## src/logic/rsc_params.svh

```systemverilog
`ifndef RSC_PARAMS_SVH
`define RSC_PARAMS_SVH

`define RSC_ADDR_W          8
`define RSC_DATA_W          32

`define RSC_OFF_FLAG        8'h00
`define RSC_OFF_SECURITY    8'h04
`define RSC_OFF_PLLSEL      8'h08
`define RSC_OFF_SWRST       8'h0C
`define RSC_OFF_STATUS      8'h10

`define RSC_FLAG_W          4
`define RSC_FLAG_POR        0
`define RSC_FLAG_PIN        1
`define RSC_FLAG_WDT        2
`define RSC_FLAG_SW         3
`define RSC_FLAG_RESET      4'h1

`define RSC_SEC_W           8
`define RSC_SEC_RESET       8'h00
`define RSC_PLLSEL_EN_BIT   0
`define RSC_PLLSEL_RESET    1'h0
`define RSC_SWRST_REQ_BIT   1
`define RSC_STAT_RUN_BIT    0
`define RSC_STAT_PLL_BIT    1

`define RSC_PIN_MIN_CYCLES  12
`define RSC_HOLD_CYCLES     4
`define RSC_EXC_CYCLES      8
`define RSC_CNT_W           4

`endif

```

## src/logic/rsc_pkg.sv

```systemverilog
`include "rsc_params.svh"

package rsc_pkg;

	typedef enum logic [1:0] {
		ST_RUN,
		ST_HOLD,
		ST_EXC
	} seq_state_t;

	typedef logic [`RSC_FLAG_W-1:0] flag_t;

endpackage

```

## src/logic/reset_source_control.sv

```systemverilog
// Notes on behaviour
// - Pin, watchdog timeout or software request each start a warm reset.
// - Pin low for at least 12 system clocks is a valid reset.
// - Warm reset returns core control registers to reset values.
// - Flag, security and debug registers return to reset values only on cold reset.
// - PLL is off after reset until software enables it.
// - After exception sequence the core branches to reset service routine.
// - RAM contents are not guaranteed across a reset.
`timescale 1ns/1ps
`include "rsc_params.svh"

module reset_source_control
	import rsc_pkg::*;
#(
	parameter int HOLD_CYCLES = `RSC_HOLD_CYCLES,
	parameter int EXC_CYCLES  = `RSC_EXC_CYCLES
) (
	input  wire logic                   i_clk,
	input  wire logic                   i_rst_n,
	input  wire logic                   i_ext_rst_n,
	input  wire logic                   i_wdt_timeout,
	input  wire logic [`RSC_ADDR_W-1:0] i_addr,
	input  wire logic [`RSC_DATA_W-1:0] i_wr_data,
	input  wire logic                   i_wr_en,
	input  wire logic                   i_rd_en,
	output logic      [`RSC_DATA_W-1:0] o_rd_data,
	output logic                        o_warm_rst_n,
	output logic                        o_pll_enable,
	output logic                        o_branch_reset_handler,
	output logic                        o_debug_rst_n
);

	seq_state_t             state;
	seq_state_t             next_state;
	logic [`RSC_CNT_W-1:0]  cnt;
	flag_t                  flags;
	logic [`RSC_SEC_W-1:0]  security;
	logic                   pll_sel;
	logic                   pin_req;

	////////////////////////////////////////////////////////////////////////
	reset_pin_filter #(
		.MIN_LOW     (`RSC_PIN_MIN_CYCLES)
	) u_pin (
		.i_clk       (i_clk),
		.i_rst_n     (i_rst_n),
		.i_pin_rst_n (i_ext_rst_n),
		.o_reset     (pin_req)
	);

	////////////////////////////////////////////////////////////////////////
	// Register writes only while the core runs; ignored in hold and during the exception sequence
	wire logic run    = (state == ST_RUN);
	wire logic wr_ok  = i_wr_en && run;
	wire logic wr_flg = wr_ok && (i_addr == `RSC_OFF_FLAG);
	wire logic wr_sec = wr_ok && (i_addr == `RSC_OFF_SECURITY);
	wire logic wr_pll = wr_ok && (i_addr == `RSC_OFF_PLLSEL);
	wire logic sw_req = wr_ok && (i_addr == `RSC_OFF_SWRST)
		&& i_wr_data[`RSC_SWRST_REQ_BIT];
	wire logic any_req = pin_req || i_wdt_timeout || sw_req;

	wire logic hold_done = (cnt == `RSC_CNT_W'(HOLD_CYCLES - 1));
	wire logic exc_done  = (cnt == `RSC_CNT_W'(EXC_CYCLES - 1));
	// Stop at the end of the current phase; a long pin or watchdog
	// assertion would otherwise run the count past the end of hold
	wire logic cnt_stop  = (state == ST_HOLD) ? hold_done : exc_done;

	wire flag_t flag_set = {sw_req, i_wdt_timeout, pin_req, 1'b0};
	wire flag_t flag_clr = wr_flg ? i_wr_data[`RSC_FLAG_W-1:0] : '0;
	// Set wins over a write-one-to-clear in the same cycle
	wire flag_t next_flags = (flags & ~flag_clr) | flag_set;

	// Warm reset forces the PLL off; only a later write turns it on
	wire logic next_pll = (next_state == ST_HOLD) ? `RSC_PLLSEL_RESET :
		(wr_pll ? i_wr_data[`RSC_PLLSEL_EN_BIT] : pll_sel);

	wire logic [`RSC_DATA_W-1:0] rd_mux =
		(i_addr == `RSC_OFF_FLAG)     ? `RSC_DATA_W'(flags)    :
		(i_addr == `RSC_OFF_SECURITY) ? `RSC_DATA_W'(security) :
		(i_addr == `RSC_OFF_PLLSEL)   ? `RSC_DATA_W'(pll_sel)  :
		(i_addr == `RSC_OFF_STATUS)   ? `RSC_DATA_W'({pll_sel, run}) :
		'0;

	////////////////////////////////////////////////////////////////////////
	always_comb
	begin
		next_state = state;
		unique case (state)
			ST_RUN:
				if (any_req)
					next_state = ST_HOLD;
			ST_HOLD:
				// Stretch while a pin or watchdog source still asserts
				if (hold_done && !pin_req && !i_wdt_timeout)
					next_state = ST_EXC;
			ST_EXC:
				if (pin_req || i_wdt_timeout)
					next_state = ST_HOLD;
				else if (exc_done)
					next_state = ST_RUN;
		endcase
	end

	////////////////////////////////////////////////////////////////////////
	// Cold reset starts in hold so the core also sees the exception sequence
	always_ff @(posedge i_clk or negedge i_rst_n)
	begin
		if (!i_rst_n)
		begin
			state <= ST_HOLD;
			cnt   <= '0;
		end
		else
		begin
			state <= next_state;
			cnt   <= (next_state != state) ? '0 :
				(cnt_stop ? cnt : cnt + `RSC_CNT_W'(1));
		end
	end

	// Only the cold reset loads reset values into these
	always_ff @(posedge i_clk or negedge i_rst_n)
	begin
		if (!i_rst_n)
		begin
			flags         <= `RSC_FLAG_RESET;
			security      <= `RSC_SEC_RESET;
			o_debug_rst_n <= 1'b0;
		end
		else
		begin
			flags         <= next_flags;
			security      <= wr_sec ? i_wr_data[`RSC_SEC_W-1:0] : security;
			o_debug_rst_n <= 1'b1;
		end
	end

	// RAM is given no retention; the core reset alone is driven
	always_ff @(posedge i_clk or negedge i_rst_n)
	begin
		if (!i_rst_n)
		begin
			pll_sel                <= `RSC_PLLSEL_RESET;
			o_pll_enable           <= 1'b0;
			o_warm_rst_n           <= 1'b0;
			o_branch_reset_handler <= 1'b0;
			o_rd_data              <= '0;
		end
		else
		begin
			pll_sel                <= next_pll;
			o_pll_enable           <= next_pll;
			o_warm_rst_n           <= (next_state != ST_HOLD);
			o_branch_reset_handler <= (state == ST_EXC)
				&& (next_state == ST_RUN);
			o_rd_data              <= i_rd_en ? rd_mux : '0;
		end
	end

	////////////////////////////////////////////////////////////////////////
	property p_wdt_reset;
		@(posedge i_clk) disable iff (!i_rst_n)
		(run && i_wdt_timeout) |=> !o_warm_rst_n;
	endproperty
	a_wdt_reset: assert property (p_wdt_reset)
		else $error("Watchdog timeout did not reset the core");

	property p_pin_merge;
		@(posedge i_clk) disable iff (!i_rst_n)
		pin_req |=> !o_warm_rst_n && flags[`RSC_FLAG_PIN];
	endproperty
	a_pin_merge: assert property (p_pin_merge)
		else $error("Pin reset not merged into warm reset");

	property p_hold_len;
		@(posedge i_clk) disable iff (!i_rst_n)
		$fell(o_warm_rst_n) |-> (!o_warm_rst_n)[*4];
	endproperty
	a_hold_len: assert property (p_hold_len)
		else $error("Warm reset shorter than the hold time");

	property p_cold_only;
		@(posedge i_clk) disable iff (!i_rst_n)
		(state == ST_HOLD) |=> $stable(security) && o_debug_rst_n;
	endproperty
	a_cold_only: assert property (p_cold_only)
		else $error("Cold-only state changed during warm reset");

	property p_pll_off;
		@(posedge i_clk) disable iff (!i_rst_n)
		$rose(o_warm_rst_n) |-> !o_pll_enable;
	endproperty
	a_pll_off: assert property (p_pll_off)
		else $error("PLL enabled on leaving reset");

	property p_branch;
		@(posedge i_clk) disable iff (!i_rst_n)
		$rose(o_warm_rst_n) ##1 (!pin_req && !i_wdt_timeout)[*7]
			|=> o_branch_reset_handler;
	endproperty
	a_branch: assert property (p_branch)
		else $error("No branch after the exception sequence");

	property p_read_late;
		@(posedge i_clk) disable iff (!i_rst_n)
		!i_rd_en |=> (o_rd_data == '0);
	endproperty
	a_read_late: assert property (p_read_late)
		else $error("Read data outside the cycle after a read");

	c_pin_reset: cover property (@(posedge i_clk) disable iff (!i_rst_n)
		run && pin_req);
	c_wdt_reset: cover property (@(posedge i_clk) disable iff (!i_rst_n)
		run && i_wdt_timeout);
	c_sw_reset: cover property (@(posedge i_clk) disable iff (!i_rst_n)
		sw_req ##[1:20] o_branch_reset_handler);
	c_pll_on: cover property (@(posedge i_clk) disable iff (!i_rst_n)
		$rose(o_pll_enable));

endmodule

```

## src/logic/reset_pin_filter.sv

```systemverilog
`timescale 1ns/1ps
`include "rsc_params.svh"

module reset_pin_filter #(
	parameter int MIN_LOW = `RSC_PIN_MIN_CYCLES
) (
	input  wire logic i_clk,
	input  wire logic i_rst_n,
	input  wire logic i_pin_rst_n,
	output logic      o_reset
);

	logic                  pin_meta;
	logic                  pin_s;
	logic [`RSC_CNT_W-1:0] low_cnt;

	wire logic                  cnt_full = (low_cnt >= `RSC_CNT_W'(MIN_LOW - 1));
	wire logic [`RSC_CNT_W-1:0] next_cnt = pin_s ? '0 :
		(cnt_full ? low_cnt : low_cnt + `RSC_CNT_W'(1));

	////////////////////////////////////////////////////////////////////////
	// Pin is asynchronous to the system clock
	always_ff @(posedge i_clk or negedge i_rst_n)
	begin
		if (!i_rst_n)
		begin
			pin_meta <= 1'b1;
			pin_s    <= 1'b1;
			low_cnt  <= '0;
			o_reset  <= 1'b0;
		end
		else
		begin
			pin_meta <= i_pin_rst_n;
			pin_s    <= pin_meta;
			low_cnt  <= next_cnt;
			// Short glitches never reach the core
			o_reset  <= !pin_s && cnt_full;
		end
	end

	////////////////////////////////////////////////////////////////////////
	property p_pin_min_low;
		@(posedge i_clk) disable iff (!i_rst_n)
		($fell(pin_s) ##1 (!pin_s)[*5] ##1 (!pin_s)[*6]) |=> o_reset;
	endproperty
	a_pin_min_low: assert property (p_pin_min_low)
		else $error("Pin low 12 cycles not taken as reset");

	property p_pin_short;
		@(posedge i_clk) disable iff (!i_rst_n)
		$rose(o_reset) |-> $past(!pin_s, 12);
	endproperty
	a_pin_short: assert property (p_pin_short)
		else $error("Reset taken from a pulse shorter than 12 cycles");

endmodule

```

## config.mk

```make
export PLATFORM = sky130hd
export DESIGN_NAME = reset_source_control
export DESIGN_NICKNAME = d
export VERILOG_FILES = /design/src/logic/rsc_pkg.sv /design/src/logic/reset_source_control.sv /design/src/logic/reset_pin_filter.sv
export VERILOG_INCLUDE_DIRS = /design/src /design/src/logic
export SDC_FILE = /design/constraint.sdc
export NUM_CORES = 1
export LEC_CHECK = 0
export BUFFER_PORTS_ARGS = -buffer_cell sky130_fd_sc_hd__buf_4
export CAP_MARGIN = 0
export CORE_MARGIN = 5
export CORE_UTILIZATION = 43
export DETAILED_ROUTE_END_ITERATION = 6
export PLACE_DENSITY = 0.82
export SETUP_SLACK_MARGIN = 0.4
export SLEW_MARGIN = 20
export SYNTH_ARGS = -nofsm -noshare
export SYNTH_HDL_FRONTEND = slang
export SYNTH_SLANG_ARGS = --single-unit
```

## constraint.sdc

```tcl
create_clock -name i_clk -period 2.1 [get_ports i_clk]
set_clock_uncertainty 0.05 [all_clocks]
set_input_delay 0.42 -clock i_clk [delete_from_list [all_inputs] [get_ports i_clk]]
set_output_delay 0.42 -clock i_clk [all_outputs]
set_load 0.01 [all_outputs]
```

==> flow_metrics.env <==
export IMPL_rsz0062_at_grt="true"
export IMPL_core_sq_mm=0.00441
export IMPL_initialDrtViolationCount=40
export IMPL_die_y_microns=77.8
export IMPL_clock_latency_ps=290
export IMPL_powerDensity_mw_per_mm2=987
export IMPL_synth_seq_cells=37
export IMPL_synth_top_flop_cell="dfrtp_1"
export IMPL_ir_drop_uv=567
export IMPL_worstSetupPathType="flop to flop"
export IMPL_synthDistinctLibCells=50
export IMPL_grt_pass1_vias=1413
export IMPL_post_route_period_util=0.921
export IMPL_gp_congestion=0.918
export IMPL_h_tree_depth=2
export IMPL_n_antenna_cell=0
export IMPL_via_per_inst=5.07
export IMPL_place_area_sq_mm=0.00223
export IMPL_cts_buffer_depth=2
export IMPL_grt_use_total=0.135
export IMPL_required_ps=2280
export IMPL_drt_pre_antenna_iters=4
export IMPL_cts_sink_count=37
export IMPL_synthTopCellsByArea="dfrtp_1, buf_4, dfstp_2"
export IMPL_synth_top_area_frac=0.417
export IMPL_outcome="finished clean"
export IMPL_synth_top_cell_by_area="dfrtp_1"
export IMPL_die_area_sq_mm=0.00606
export IMPL_grt_overflow=0
export IMPL_maxCapViolCount=0
export IMPL_drc=0
export IMPL_async_flop_share=1.00
export IMPL_cts_buffers=5
export IMPL_cts_tree="yes"
export IMPL_ff2ff_setup_slack_ps=170
export IMPL_hold_class="input pin to asynchronous set/reset pin"
export IMPL_synthCells=184
export IMPL_postLayoutCoreUtil=0.561
export IMPL_synth_area_sq_mm=0.00198
export IMPL_nets=283
export IMPL_max_freq_mhz=517
export IMPL_worst_slack_ps=167
export IMPL_grt_pass1_wl_microns=6530
export IMPL_yosysMostFrequentCell="dfrtp_1"
export IMPL_ys_warnings_count=0
export IMPL_worst_r2r_path_depth=7
export IMPL_rows=24
export IMPL_ctsHoldBuffers=0
export IMPL_wl_microns=4050
export IMPL_p_leak_nw=1.16
export IMPL_clk_pin_slew_ps=70
export IMPL_path_max_fanout=3
export IMPL_reg2reg_to="state[0]"
export IMPL_finalCriticalPeriod_ps=1930
export IMPL_post_drt_wl_per_cell_microns=14.2
export IMPL_grt_antenna_before_repair=0
export IMPL_avgSynthCellArea_sq_um=10.8
export IMPL_hold_violations=0
export IMPL_pre_cts_ws_ps=29.1
export IMPL_num_vias=1445
export IMPL_finalSetupTns_ps=0
export IMPL_worstReg2RegStart="state[0]"
export IMPL_cp_end_kind="flop"
export IMPL_synth_edf_count=0
export IMPL_cts_root_buf="clkbuf_8"
export IMPL_setup_viol=0
export IMPL_grt_max_degree=38
export IMPL_initial_utilization=0.448
export IMPL_synth_common_cells="dfrtp_1, buf_4, nor2_1"
export IMPL_crit_arrival_ps=2110
export IMPL_die_w_microns=77.8
export IMPL_drive_above_1_share=0.386
export IMPL_synth_seq_area_share=0.471
export IMPL_slew_viol_final=0
export IMPL_startpoint_type="flop"
export IMPL_io_pins=82
export IMPL_final_area_sq_mm=0.00248
export IMPL_hpwl_microns=2920
export IMPL_port_buffers=33
export IMPL_ant_nets=0
export IMPL_area_delta_synth_final_pct=25.2
==> power breakdown <==
| part | total [mW] | internal, mW | switching, mW |
|---|---|---|---|
| registers | 0.863 | 0.800 | 0.0634 |
| clock network | 0.517 | 0.266 | 0.250 |
| logic | 1.06 | 0.546 | 0.518 |
| total | 2.44 | 1.61 | 0.832 |
==> worst max-delay path by stage <==
stage | startpoint | to | depth (start not counted)
6_report | state[0] | state[0] | 7
5_1_grt | state[0] | o_branch_reset_handler | 6
4_1_cts | state[0] | o_branch_reset_handler | 6
3_5_place_dp | i_addr[4] | o_branch_reset_handler | 5
3_3_place_gp | i_addr[4] | o_branch_reset_handler | 5
2_1_floorplan | state[0] | o_branch_reset_handler | 6
==> placed cells by master (no fill, tap or decap), types with 2 or more instances in the layout <==
| cell | instances |
|---|---|
| buf_4 | 42 |
| dfrtp_1 | 33 |
| conb_1 | 25 |
| nor2_1 | 14 |
| nand2_1 | 10 |
| inv_1 | 8 |
| mux2i_1 | 8 |
| mux2_2 | 8 |
| clkbuf_8 | 6 |
| o21ai_0 | 5 |
| nor3_1 | 4 |
| xnor2_1 | 4 |
| dfstp_2 | 4 |
| nor2b_1 | 3 |
| nor3_2 | 3 |
| ha_1 | 3 |
| a22o_1 | 2 |
| nand3_1 | 2 |
| nand2_2 | 2 |
| nor4_1 | 2 |
| a21o_1 | 2 |
| a21oi_2 | 2 |
| nor3b_2 | 2 |
==> repair_timing <==
item                                    4_1_cts  5_1_grt
hold endpoints to repair                      0        0
cloned                                        0        1
resized for setup                            14        4
pin swaps                                     8        8
buffers inserted                              6        2
endpoints found under the setup margin       17       14
==> sequential cells by signal, summed over array words and instances, names as in the netlist, 2 cells and up <==
register,cells
u_pin.low_cnt,4
cnt,4
security,8
o_rd_data,8
flags,4
state,2
==> stage by stage <==
stage	cells	power [mW]	hold WS, ps
global placement	268	1.60	296
floorplan	207	1.46	74.4
global route	285	2.59	54.0
detailed placement	268	1.62	298
CTS	282	2.39	32.6
finish	285	2.44	18.7
==> kinds of logic after synthesis <==
| group | synth area share |
|---|---|
| compound gates | 0.109 |
| xor+xnor | 0.0177 |
| fa+ha+maj | 0.0316 |
| buf+inv | 0.116 |
| flops | 0.471 |
| mux | 0.0860 |
| other cells | 0.00380 |
| simple gates | 0.166 |
==> routing by layer <==
metal | GRT usage | wire length (microns) | vias up
met2 | 0.233 | 2010 | 50
met3 | 0.0428 | 405 | 4
met5 | 0 | 0 | -
met1 | 0.154 | 1590 | 696
met4 | 0.0567 | 49 | 0
li1 | - | - | 695
==> cell type report <==
cell class / count / area [sq um]
Fill cell: 376 / 1940
Clock buffer: 7 / 86.3
Inverter: 9 / 36.3
Timing Repair Buffer: 43 / 327
Tap cell: 52 / 65.1
Sequential cell: 37 / 931
Multi-Input combinational cell: 136 / 1020
Clock inverter: 1 / 7.51
==> worst max-delay path, stage by stage (launching register included) <==
cell	delay, ps
dfstp_2	550
inv_4	40
ha_4	270
and4bb_2	270
nand2_2	90
a311o_1	310
buf_4	160
and2_4	120
Power figures use the tool's default switching activity.
